<file path="src/pvcfg_map.svh">
/*
  Address map, reset values and timing counts of the paravirtual PCI
  function's common configuration, doorbell and interrupt cause registers.
  Assumes one 10 MHz clock and word-wide accesses at the offsets below.
*/
`ifndef PVCFG_MAP_SVH
`define PVCFG_MAP_SVH
// Clock period and reset durations, in ns, with cycle counts derived.
`define PVCFG_CLK_NS       100
`define PVCFG_DEV_RST_NS   1000
`define PVCFG_DEV_RST_CYC  ((`PVCFG_DEV_RST_NS + `PVCFG_CLK_NS - 1) / `PVCFG_CLK_NS)
`define PVCFG_Q_RST_NS     500
`define PVCFG_Q_RST_CYC    ((`PVCFG_Q_RST_NS + `PVCFG_CLK_NS - 1) / `PVCFG_CLK_NS)
// Queue counts and management queue window.
`define PVCFG_TOT_Q        4
`define PVCFG_NUM_Q        16'h0003
`define PVCFG_MGMT_IDX     16'h0003
`define PVCFG_MGMT_NUM     16'h0001
`define PVCFG_Q_SIZE_MAX   16'h0100
// Offered features and the management queue feature bit.
`define PVCFG_OFFERED      64'h0000_0200_0000_0001
`define PVCFG_MGMT_BIT     41
// Structure placement inside the BAR and doorbell geometry.
`define PVCFG_CC_OFF       12'h000
`define PVCFG_DB_OFF       12'h100
`define PVCFG_DB_STRIDE    32'h0000_0004
`define PVCFG_DB_LEN       32'h0000_000E
// Register offsets.
`define PVCFG_A_DFSEL      12'h000
`define PVCFG_A_DFEAT      12'h004
`define PVCFG_A_GFSEL      12'h008
`define PVCFG_A_GFEAT      12'h00C
`define PVCFG_A_NUMQ       12'h010
`define PVCFG_A_DSTAT      12'h014
`define PVCFG_A_CGEN       12'h018
`define PVCFG_A_QSEL       12'h01C
`define PVCFG_A_QSIZE      12'h020
`define PVCFG_A_QEN        12'h024
`define PVCFG_A_QSLOT      12'h028
`define PVCFG_A_QRST       12'h02C
`define PVCFG_A_MGIDX      12'h030
`define PVCFG_A_MGNUM      12'h034
`define PVCFG_A_DBSTRIDE   12'h038
`define PVCFG_A_DBOFF      12'h03C
`define PVCFG_A_DBLEN      12'h040
`define PVCFG_A_ISR        12'h080
`endif

</file>
<file path="src/pvcfg_pkg.sv">
/*
  Types shared by the paravirtual configuration register block.
  Assumes the address map header is compiled alongside.
*/
`default_nettype none
package pvcfg_pkg;
  // One register access from the PCI function.
  typedef struct packed {
    logic        wr;
    logic [11:0] addr;
    logic [31:0] wdata;
  } pvcfg_acc_t;
  // Device reset sequencer states.
  typedef enum logic {PVCFG_RUN, PVCFG_RST} pvcfg_dev_t;
  // Interrupt cause byte layout.
  typedef struct packed {
    logic [5:0] rsvd;
    logic       cfg;
    logic       queue;
  } pvcfg_isr_t;
endpackage
`default_nettype wire

</file>
<file path="src/pvcfg_regs.sv">
/*
  Common configuration, doorbell and interrupt cause registers of a
  paravirtual PCI function. Assumes the PCI function hands over one
  access per request pulse on the same clock, and that queue logic
  raises event pulses on the same clock.
*/
// What this block does
// Offered-feature window shows bits select*32 onward, zero beyond defined features.
// Accepted-feature window reads back written bits that are also offered.
// Generation counter bumps on a config read after a pending change.
// Writing zero to state byte resets device; reads zero once done.
// Queue restart write of 1 reads 1 until done, then both fields 0.
// Restart field reads zero once the queue is switched on.
// Queue depth reads zero for a missing selected queue.
// Queue depth is always zero or a power of two.
// Management index not below queue count; count fits below 0x10000.
// Driver never writes read-only fields; such writes are ignored.
// Driver writes only power-of-two queue depths.
// Driver programs queue fields first and never writes queue on 0.
// Driver polls state byte for zero before reinitialising.
// Driver waits for restart field 0 before reprogramming the queue.
// Driver uses only management indices inside the offered window.
// Doorbell address is offset plus slot times stride.
// Without payload, offset 2-byte aligned, stride zero or even power.
// Doorbell length covers every slot times stride plus 2.
// With payload, stride multiple of four and offset 4-byte aligned.
// Cause byte: bit 0 queue, bit 1 configuration change.
// Reading the cause byte clears it and drops the legacy interrupt.
// Common configuration sits at a 4-byte aligned offset.
// Cause flag is set before the matching notification leaves.
// Interrupt status is OR of cause bits when MSI-X is off.
// Queue on field: 1 enabled, 0 disabled; disabled queues do nothing.
// Per-queue fields are banked and reached through the selector.
`include "pvcfg_map.svh"
`default_nettype none
module pvcfg_regs (
  // Clock and reset.
  input  wire logic                    i_mclk,
  input  wire logic                    i_arst_n,
  // Register access from the PCI function.
  input  wire logic                    i_acc_req,
  input  wire pvcfg_pkg::pvcfg_acc_t   i_acc,
  output logic                         o_ack,
  output logic [31:0]                  o_rdata,
  // Device-specific configuration tracking.
  input  wire logic                    i_cfg_changed,
  input  wire logic                    i_cfg_read,
  // Events from the queue logic and PCI interrupt controls.
  input  wire logic                    i_queue_event,
  input  wire logic                    i_cfg_event,
  input  wire logic                    i_msix_on,
  input  wire logic                    i_intx_mask,
  // Interrupt and notification outputs.
  output logic                         o_irq_status,
  output logic                         o_intx,
  output logic                         o_queue_notify,
  output logic                         o_cfg_notify,
  // Queue control outputs.
  output logic [`PVCFG_TOT_Q-1:0]      o_queue_on,
  output logic [`PVCFG_TOT_Q-1:0]      o_doorbell,
  output logic                         o_dev_resetting
);
  localparam int TQ = `PVCFG_TOT_Q;

  logic [31:0]           dfsel;
  logic [31:0]           gfsel;
  logic [63:0]           drv_feat;
  logic [7:0]            status;
  logic [7:0]            cgen;
  logic                  cpend;
  logic [15:0]           qsel;
  pvcfg_pkg::pvcfg_dev_t dev_state;
  logic [3:0]            dev_cnt;
  pvcfg_pkg::pvcfg_isr_t isr;
  pvcfg_pkg::pvcfg_isr_t next_isr;
  logic [15:0]           q_size [TQ];
  logic [TQ-1:0]         q_on;
  logic [TQ-1:0]         q_busy;
  logic [TQ-1:0]         db_hit;
  logic [31:0]           rd_data;

  // Access decode.
  wire        wr_go   = i_acc_req & i_acc.wr;
  wire        rd_go   = i_acc_req & ~i_acc.wr;
  wire        dev_run = (dev_state == pvcfg_pkg::PVCFG_RUN);
  wire        dev_done = (dev_state == pvcfg_pkg::PVCFG_RST) && (dev_cnt == 4'h0);
  wire        wr_dstat = wr_go && (i_acc.addr == `PVCFG_A_DSTAT) && dev_run;
  wire        wr_zero  = wr_dstat && (i_acc.wdata[7:0] == 8'h00);
  wire        sel_ok   = (qsel < 16'(TQ));
  wire [1:0]  sel_idx  = qsel[1:0];
  wire        wr_qsize = wr_go && (i_acc.addr == `PVCFG_A_QSIZE) && sel_ok && dev_run;
  wire        wr_qen   = wr_go && (i_acc.addr == `PVCFG_A_QEN) && sel_ok && dev_run;
  wire        wr_qrst  = wr_go && (i_acc.addr == `PVCFG_A_QRST) && sel_ok && dev_run;
  wire        isr_rd   = rd_go && (i_acc.addr == `PVCFG_A_ISR);
  wire        mgmt_neg = drv_feat[`PVCFG_MGMT_BIT];
  wire [15:0] wsz      = i_acc.wdata[15:0];

  // A depth is taken only as a power of two within the maximum.
  wire wsz_ok = (i_acc.wdata[31:16] == 16'h0000) && (wsz != 16'h0000) &&
                ((wsz & (wsz - 16'h0001)) == 16'h0000) &&
                (wsz <= `PVCFG_Q_SIZE_MAX);

  // Feature windows; selectors past the defined bits show zero.
  wire [63:0] offered = `PVCFG_OFFERED;
  wire [31:0] dfeat_win = (dfsel == 32'h0000_0000) ? offered[31:0] :
                          (dfsel == 32'h0000_0001) ? offered[63:32] :
                          32'h0000_0000;
  wire [31:0] gfeat_win = (gfsel == 32'h0000_0000) ? drv_feat[31:0] :
                          (gfsel == 32'h0000_0001) ? drv_feat[63:32] :
                          32'h0000_0000;

  // Selected queue view; a missing queue shows depth zero.
  wire [15:0] sel_size = sel_ok ? q_size[sel_idx] : 16'h0000;
  wire        sel_on   = sel_ok & q_on[sel_idx];
  wire        sel_busy = sel_ok & q_busy[sel_idx];

  // Read selection; unmapped offsets and read-only writes return nothing.
  always_comb begin
    case (i_acc.addr)
      `PVCFG_A_DFSEL:    rd_data = dfsel;
      `PVCFG_A_DFEAT:    rd_data = dfeat_win;
      `PVCFG_A_GFSEL:    rd_data = gfsel;
      `PVCFG_A_GFEAT:    rd_data = gfeat_win;
      `PVCFG_A_NUMQ:     rd_data = {16'h0000, `PVCFG_NUM_Q};
      `PVCFG_A_DSTAT:    rd_data = {24'h00_0000, status};
      `PVCFG_A_CGEN:     rd_data = {24'h00_0000, cgen};
      `PVCFG_A_QSEL:     rd_data = {16'h0000, qsel};
      `PVCFG_A_QSIZE:    rd_data = {16'h0000, sel_size};
      `PVCFG_A_QEN:      rd_data = {31'h0000_0000, sel_on};
      `PVCFG_A_QSLOT:    rd_data = sel_ok ? {30'h0000_0000, sel_idx} : 32'h0000_0000;
      `PVCFG_A_QRST:     rd_data = {31'h0000_0000, sel_busy};
      `PVCFG_A_MGIDX:    rd_data = mgmt_neg ? {16'h0000, `PVCFG_MGMT_IDX} : 32'h0000_0000;
      `PVCFG_A_MGNUM:    rd_data = mgmt_neg ? {16'h0000, `PVCFG_MGMT_NUM} : 32'h0000_0000;
      `PVCFG_A_DBSTRIDE: rd_data = `PVCFG_DB_STRIDE;
      `PVCFG_A_DBOFF:    rd_data = {20'h0_0000, `PVCFG_DB_OFF};
      `PVCFG_A_DBLEN:    rd_data = `PVCFG_DB_LEN;
      `PVCFG_A_ISR:      rd_data = {24'h00_0000, isr};
      default:           rd_data = 32'h0000_0000;
    endcase
  end

  // Every request is answered on the next edge.
  always_ff @(posedge i_mclk or negedge i_arst_n) begin
    if (!i_arst_n) begin
      o_ack   <= 1'b0;
      o_rdata <= 32'h0000_0000;
    end else begin
      o_ack   <= i_acc_req;
      o_rdata <= rd_go ? rd_data : 32'h0000_0000;
    end
  end

  // Feature selectors and accepted features; unoffered bits are dropped.
  always_ff @(posedge i_mclk or negedge i_arst_n) begin
    if (!i_arst_n) begin
      dfsel    <= 32'h0000_0000;
      gfsel    <= 32'h0000_0000;
      drv_feat <= 64'h0000_0000_0000_0000;
    end else if (dev_done) begin
      drv_feat <= 64'h0000_0000_0000_0000;
    end else if (wr_go && dev_run) begin
      if (i_acc.addr == `PVCFG_A_DFSEL) dfsel <= i_acc.wdata;
      if (i_acc.addr == `PVCFG_A_GFSEL) gfsel <= i_acc.wdata;
      if (i_acc.addr == `PVCFG_A_GFEAT && gfsel == 32'h0000_0000)
        drv_feat[31:0] <= i_acc.wdata & offered[31:0];
      if (i_acc.addr == `PVCFG_A_GFEAT && gfsel == 32'h0000_0001)
        drv_feat[63:32] <= i_acc.wdata & offered[63:32];
    end
  end

  // Pending change flag; a new change in the read cycle stays pending.
  always_ff @(posedge i_mclk or negedge i_arst_n) begin
    if (!i_arst_n) begin
      cpend <= 1'b0;
      cgen  <= 8'h00;
    end else begin
      cpend <= i_cfg_changed | (cpend & ~i_cfg_read);
      if (i_cfg_read && cpend) cgen <= cgen + 8'h01;
    end
  end

  // Device reset sequencer; the state byte holds its old value until done.
  always_ff @(posedge i_mclk or negedge i_arst_n) begin
    if (!i_arst_n) begin
      dev_state <= pvcfg_pkg::PVCFG_RUN;
      dev_cnt   <= 4'h0;
      status    <= 8'h00;
    end else begin
      case (dev_state)
        pvcfg_pkg::PVCFG_RUN: begin
          if (wr_zero) begin
            dev_state <= pvcfg_pkg::PVCFG_RST;
            dev_cnt   <= 4'(`PVCFG_DEV_RST_CYC - 1);
          end else if (wr_dstat) begin
            status <= i_acc.wdata[7:0];
          end
        end
        pvcfg_pkg::PVCFG_RST: begin
          dev_cnt <= dev_cnt - 4'h1;
          if (dev_done) begin
            dev_state <= pvcfg_pkg::PVCFG_RUN;
            status    <= 8'h00;
          end
        end
        default: dev_state <= pvcfg_pkg::PVCFG_RUN;
      endcase
    end
  end

  // Queue selector, cleared by device reset.
  always_ff @(posedge i_mclk or negedge i_arst_n) begin
    if (!i_arst_n) begin
      qsel <= 16'h0000;
    end else if (dev_done) begin
      qsel <= 16'h0000;
    end else if (wr_go && dev_run && i_acc.addr == `PVCFG_A_QSEL) begin
      qsel <= i_acc.wdata[15:0];
    end
  end

  // Banked per-queue state and doorbell decode.
  for (genvar q = 0; q < TQ; q++) begin : g_q
    localparam logic [11:0] DB_ADDR = 12'(`PVCFG_DB_OFF + q * `PVCFG_DB_STRIDE);
    logic [3:0] cnt;
    wire        mine = (sel_idx == 2'(q));
    assign q_busy[q] = (cnt != 4'h0);
    assign db_hit[q] = wr_go && (i_acc.addr == DB_ADDR);

    // Depth, on bit and restart countdown of one queue.
    always_ff @(posedge i_mclk or negedge i_arst_n) begin
      if (!i_arst_n) begin
        q_size[q] <= `PVCFG_Q_SIZE_MAX;
        q_on[q]   <= 1'b0;
        cnt       <= 4'h0;
      end else if (dev_done) begin
        q_size[q] <= `PVCFG_Q_SIZE_MAX;
        q_on[q]   <= 1'b0;
        cnt       <= 4'h0;
      end else begin
        if (q_busy[q]) cnt <= cnt - 4'h1;
        if (wr_qsize && mine && wsz_ok) q_size[q] <= wsz;
        if (wr_qen && mine && i_acc.wdata[0] && !q_busy[q]) q_on[q] <= 1'b1;
        if (wr_qrst && mine && i_acc.wdata[0]) begin
          q_on[q] <= 1'b0;
          cnt     <= 4'(`PVCFG_Q_RST_CYC);
        end
      end
    end
  end

  // Cause byte: events set bits, a read clears, a set in that cycle survives.
  always_comb begin
    next_isr       = isr_rd ? 8'h00 : isr;
    next_isr.queue = next_isr.queue | i_queue_event;
    next_isr.cfg   = next_isr.cfg | i_cfg_event;
    next_isr.rsvd  = 6'h00;
  end

  // Interrupt, notification and queue outputs.
  always_ff @(posedge i_mclk or negedge i_arst_n) begin
    if (!i_arst_n) begin
      isr             <= 8'h00;
      o_irq_status    <= 1'b0;
      o_intx          <= 1'b0;
      o_queue_notify  <= 1'b0;
      o_cfg_notify    <= 1'b0;
      o_queue_on      <= '0;
      o_doorbell      <= '0;
      o_dev_resetting <= 1'b0;
    end else begin
      isr             <= next_isr;
      o_irq_status    <= (|next_isr) & ~i_msix_on;
      o_intx          <= (|next_isr) & ~i_msix_on & ~i_intx_mask;
      o_queue_notify  <= i_queue_event;
      o_cfg_notify    <= i_cfg_event;
      o_queue_on      <= q_on;
      o_doorbell      <= db_hit & q_on;
      o_dev_resetting <= ~dev_run;
    end
  end

  logic [1:0] chk_q;
  always_ff @(posedge i_mclk or negedge i_arst_n) begin
    if (!i_arst_n) chk_q <= 2'b00;
    else if (wr_qrst) chk_q <= sel_idx;
  end
endmodule
`default_nettype wire

</file>
<file path="config.mk">
export PLATFORM = sky130hd
export DESIGN_NAME = pvcfg_regs
export DESIGN_NICKNAME = d
export VERILOG_FILES = /design/src/pvcfg_pkg.sv /design/src/pvcfg_regs.sv
export VERILOG_INCLUDE_DIRS = /design/src
export SDC_FILE = /design/constraint.sdc
export NUM_CORES = 1
export LEC_CHECK = 0
export ABC_AREA = 1
export ABC_CLOCK_PERIOD_IN_PS = 2500
export BUFFER_PORTS_ARGS = -buffer_cell sky130_fd_sc_hd__buf_2
export CORE_MARGIN = 2
export CORE_UTILIZATION = 55
export DETAILED_ROUTE_END_ITERATION = 8
export GPL_TIMING_DRIVEN = 0
export PLACE_DENSITY_LB_ADDON = 0.25
export SYNTH_ARGS = -nofsm -noshare
export SYNTH_HDL_FRONTEND = slang
export SYNTH_SLANG_ARGS = --single-unit
</file>
<file path="constraint.sdc">
create_clock -name i_mclk -period 2.5 [get_ports i_mclk]
set_clock_uncertainty 0.1 [all_clocks]
set_input_delay 0.25 -clock i_mclk [delete_from_list [all_inputs] [get_ports i_mclk]]
set_output_delay 0.25 -clock i_mclk [all_outputs]
set_load 0.005 [all_outputs]
</file>
* Yosys cells after proc, flatten, opt, wreduce, memory -nomap -nowiden *
Index checks and enable logic that the tools add are counted.

cells by class
  $mul = 0
  eq/ne operators = 30
  div/mod/pow operators = 0
  muxes and demuxes = 65
  $lt $le $gt $ge = 4
  bitwise operators = 19
  add/subtract/negate cells = 7
  shift operators = 0
  reduce and logical (&&, ||, !) cells = 93

operators by type and width
  operator             number
  $pmux 32 s18         1
  $mux 16              13
  $mux 32              5
  $mux 64              2
  $eq 12x6->1 const B  8
  $eq 32x1->1 const B  2
  $logic_not 32->1     2
  $logic_and 1x1->1    54
  $mux 4               13
  $eq 12x5->1 const B  4
  $eq 12x9->1 const B  4
  $bmux 16 s2          1
  $logic_not 16->1     2
  $eq 12x4->1 const B  2
  $mux 8               3
  $reduce_bool 3->1    8
  $mux 10              2
  $sub 4x1->4 const B  5
  $mux 1               17
  $and 16x16->16       1
  $le 16x9->1 const B  1
  $lt 16x3->1 const B  1
  $pmux 8 s2           1
  $reduce_bool 16->1   1
  30 further kinds     65

word-level totals
  output and inout bits = 46
  bits in read-only memories = 0
  flip-flop bits (word level) = 298
  bits in latches = 0
  memories kept = 0
  RAM bits = 0
  input bits = 54
  logic and storage cells = 251

* Depth between registers and ports, before layout *
  word-level depth = 10
  mapped depth = 13
  depth with buffers taken out = 13

* Worst setup path after synthesis *
OpenSTA, ideal clock, no wires.

  path kind = flip-flop to flip-flop
  start = reg dev_cnt[0]
  end = reg qsel[13]
  cell stages (with the launch flop) = 11
  buffers on the path = 2
  setup slack = 633 ps
  clock period less this slack = 1867 ps
  data required time = 2274 ps
  data arrival time = 1641 ps
  setup time = 126 ps
  cells stage by stage = dfrtp_1 -> inv_1 -> ha_1 -> nand2_1 -> nor2_1 -> nand2_1 -> buf_2 -> nand2_2 -> buf_4 -> nand3_1 -> o21ai_0

on the way
  word-level cells in the longest chain between the ends = 3
  elaborated cells between the ends (all ways) = 4
  those cells by class = 1 x mux; 3 x reduce/logical

ends and longest elaborated chain
  element                                       line               text
  start: declaration                            pvcfg_regs.sv:73   logic [3:0] dev_cnt;
  start signal: assignment                      pvcfg_regs.sv:193  dev_cnt <= 4'(`PVCFG_DEV_RST_CYC - 1);
  start signal: assignment                      pvcfg_regs.sv:199  dev_cnt <= dev_cnt - 4'h1;
  $logic_not 4->1 *                             pvcfg_regs.sv:86   wire dev_done = (dev_state == pvcfg_pkg::PVCFG_RST) && (dev_cnt == 4'h0);
  $logic_and 1x1->1 *                           pvcfg_regs.sv:86
  $mux 16 or $reduce_bool 2->1 (tied branches)  --
  end signal: assignment                        pvcfg_regs.sv:217  qsel <= i_acc.wdata[15:0];
  end: declaration                              pvcfg_regs.sv:71   logic [15:0] qsel;

Mark *: on every way between the ends. The rest lies on a longest branch, timed or not.
A chain may end at the register's enable or synchronous reset.

* Worst setup path after layout *
  start = reg qsel[0]
  end = reg o_rdata[10]

on the way
  word-level cells in the longest chain between the ends = 7
  elaborated cells between the ends (all ways) = 8
  those cells by class = 1 x order compare; 6 x mux; 1 x bitwise

ends and longest elaborated chain
  element                                              line               text
  branches (longest 4 deep; another with $lt 16x3->1)  --
  $mux 16 *                                            pvcfg_regs.sv:113  wire [15:0] sel_size = sel_ok ? q_size[sel_idx] : 16'h0000;
  $pmux 32 s18 *                                       pvcfg_regs.sv:119  case (i_acc.addr)
  $mux 32 *                                            pvcfg_regs.sv:149  o_rdata <= rd_go ? rd_data : 32'h0000_0000;
  end signal: assignment                               pvcfg_regs.sv:149
  end: declaration                                     pvcfg_regs.sv:44   output logic [31:0] o_rdata,

Every way passes the cells marked *. The select of a mux whose other input is x is not followed.

==> impl_metrics.env <==
export IMPL_netlist_instances=1336
export IMPL_cts_root_buffer="clkbuf_16"
export IMPL_period_share=0.960
export IMPL_firstDrtPassIters=7
export IMPL_clk_pin_slew_worst_paths_ns=0.06
export IMPL_worstMarginPinSlew_ns=0.847
export IMPL_cts_path_max_buffers=3
export IMPL_endpoint="o_rdata[10]"
export IMPL_arrival_ns=2.73
export IMPL_yosys_warnings=0
export IMPL_crit_buf_inv=1
export IMPL_fmax_ghz=0.416
export IMPL_yosysUniqueCellTypes=47
export IMPL_grt_use_met3=0.0596
export IMPL_timing_hold_ws_ns=0.0117
export IMPL_ys_ff_latch=236
export IMPL_fin_nets=1566
export IMPL_cp_top_family="simple AND/OR/NAND/NOR gates"
export IMPL_p_leak_uw=0.00671
export IMPL_power_density_mw_per_mm2=639
export IMPL_post_route_drc_count=0
export IMPL_wire_per_inst_um=17.6
export IMPL_dieWidth_um=146
export IMPL_synth_net_count=1396
export IMPL_crit_path_start="qsel[0]"
export IMPL_wl_um=31600
export IMPL_syn2layout_area_growth_pct=19.5
export IMPL_async_flop_share=1.00
export IMPL_core_mm2=0.0196
export IMPL_cts_tree="yes"
export IMPL_path_depth=6
export IMPL_grt_pass1_vias=9844
export IMPL_path_cells="nor2_1, buf_2, a22oi_1, o221ai_1, nand2_1, a21oi_1"
export IMPL_fp_row_count=51
export IMPL_outcome="complete, no violations"
export IMPL_vias_per_cell=5.58
export IMPL_grt_first_pass_wirelength_um=51300
export IMPL_avgSynthCellArea_um2=8.28
export IMPL_relSlewSlack=0.433
export IMPL_timing_rr_start="qsel[0]"
export IMPL_num_antenna_cells=0
export IMPL_setup_viol_count_final=0
export IMPL_worst_setup_path_type="reg -> reg"
export IMPL_cp_end_kind="register"
export IMPL_met2_usage=0.456
export IMPL_period_needed_ns=2.40
export IMPL_cpPeakStageDelay_ns=0.68
export IMPL_r2r_slack_ns=0.1
export IMPL_ant_nets=0
export IMPL_grt_ovfl_total=0
export IMPL_worstPathRequired_ns=2.82
export IMPL_antenna_found_initial=0
export IMPL_yosysMostFrequentCell="nand2_1"
export IMPL_drive_gt1_frac=0.145
export IMPL_fillCellCount=1618
export IMPL_rsz0062_at_grt="false"
export IMPL_cts_sinks=236
export IMPL_synth_top_cell_area_share=0.525
export IMPL_grt_max_degree=105
export IMPL_portBuffers=99
export IMPL_multi_input_area_mm2=0.00435
export IMPL_fin_tns_setup_ns=0
export IMPL_synth_edf_count=0
export IMPL_netlist_area_mm2=0.0111
export IMPL_place_gp_congestion=0.985
export IMPL_synth_common_cells="346 x nand2_1, 232 x dfrtp_1, 158 x nor2_1, 143 x inv_1, 99 x nand3_1"
export IMPL_cts_max_level=1
export IMPL_dieArea_mm2=0.0213
export IMPL_cp_max_fo=10
export IMPL_dp_hpwl_um=22100
export IMPL_yosys_area_top_type="dfrtp_1"
export IMPL_rr_worst_depth=6
export IMPL_slew_violations=0
export IMPL_die_h_um=146
export IMPL_slowest_stage="nor2_1"
export IMPL_hp_class="in -> reg"
export IMPL_initial_utilization=0.565
export IMPL_yosysSeqAreaShare=0.534
export IMPL_drtIter0Drc=1105
export IMPL_timing_rr_end="o_rdata[10]"
export IMPL_seq_area_mm2=0.00591
export IMPL_met1_usage=0.440
export IMPL_ys_flop_type="dfrtp_1"
export IMPL_peakVddDrop_mv=0.549
export IMPL_drv_cap=0
export IMPL_ioPinCount=100
export IMPL_numCtsBuffers=25
export IMPL_synthTopCellsByArea="dfrtp_1 52%, nand2_1 12%, nor2_1 5.4%, inv_1 4.9%, nand3_1 4.5%"
export IMPL_top_usage_layer="met2"
export IMPL_hold_viol_final=0
export IMPL_startpoint_type="register"
export IMPL_worstSkewPairLatency_ns=0.52
export IMPL_grtUsageTotal=0.302
export IMPL_vias=9989
## logic make-up after synthesis
family	count (synthesis)	synth area share
and+or+nand+nor	671	0.265
DFF	236	0.534
AOI/OAI and AO/OA	208	0.108
buffers and inverters	199	0.0736
xor gates and xnor gates	15	0.0119
adders and majority gates	6	0.00678
muxes	1	0.00102
## how the worst min path moves through the flow
stage / startpoint / end / depth (start not counted)
floorplan: i_arst_n / cgen[0] / 0
global placement: q_on[1] / o_queue_on[1] / 0
detailed placement: i_arst_n / q_size[19] / 1
CTS: i_acc[42] / o_doorbell[2] / 4
global route: i_acc[33] / o_doorbell[1] / 4
finish: i_acc[15] / gfsel[15] / 3
## repair_timing
action | 4_1_cts | 5_1_grt
gates resized for setup | 0 | 6
setup buffers | 0 | 1
endpoints found under the hold margin | 129 | 0
setup endpoints to repair | 0 | 30
hold buffers | 41 | 0
## area by class of cell
cell class	instances	share of cell area
Multi-Input combinational cell	901	0.329
Tap cell	265	0.0251
Timing Repair Buffer	143	0.0740
Inverter	158	0.0448
Clock buffer	34	0.0536
Sequential cell	236	0.447
Clock inverter	11	0.0100
Buffer	41	0.0169
## cells in the final DEF (no fill, tap or decap), drive strengths merged, types with 4 or more instances in the layout
master / netlist / final
nand2: 355 / 355
dfrtp: 232 / 232
nor2: 172 / 172
inv: 158 / 158
buf: 21 / 123
nand3: 106 / 106
o21ai: 100 / 100
clkbuf: 20 / 54
a21oi: 47 / 47
dlygate4sd3: 0 / 41
a22oi: 19 / 19
nor3: 15 / 15
o22ai: 13 / 13
nand4: 12 / 12
xor2: 12 / 12
o221ai: 9 / 9
clkinv: 0 / 7
a21o: 6 / 6
ha: 6 / 6
or2: 4 / 4
dfstp: 4 / 4
## worst register-to-register path, cell delays in order, from the launching register on
cell and delay [ns]:
dfrtp_1 0.44, nor2_1 0.68, buf_2 0.40, a22oi_1 0.14, o221ai_1 0.12, nand2_1 0.18, a21oi_1 0.25
## state kept, by name, indices dropped and copies added (netlist names), 4 cells and up
| signal | cells |
|---|---|
| q_on | 4 |
| o_doorbell | 4 |
| status | 8 |
| o_rdata | 32 |
| cgen | 8 |
| dev_cnt | 4 |
| g_q.cnt | 16 |
| dfsel | 32 |
| o_queue_on | 4 |
| gfsel | 32 |
| qsel | 16 |
| q_size | 64 |
## metal layers
metal  vias up  share of wire
li1       4666              -
met1      4753           0.43
met2       503           0.44
met3        67          0.099
met4         0          0.035
met5         -              0
## power breakdown
| part | switching [uW] | internal (uW) |
|---|---|---|
| Clock | 1500 | 2290 |
| Sequential | 106 | 3930 |
| Combinational | 391 | 240 |
| Total | 1990 | 6460 |
## metrics by stage
step	worst slack, ns	area, um2	utilization	total power [uW]	cells
after global routing	0.000844	13200	0.675	8730	1789
after global placement	-3.04	11900	0.607	4620	1700
after floorplan	0.633	11100	-	4380	1336
after detailed placement	0.0401	12000	0.610	4660	1702
after CTS	0.0456	13200	0.674	8480	1788
final	0.0990	13200	0.675	8450	1789
(Power assumes the default switching activity.)
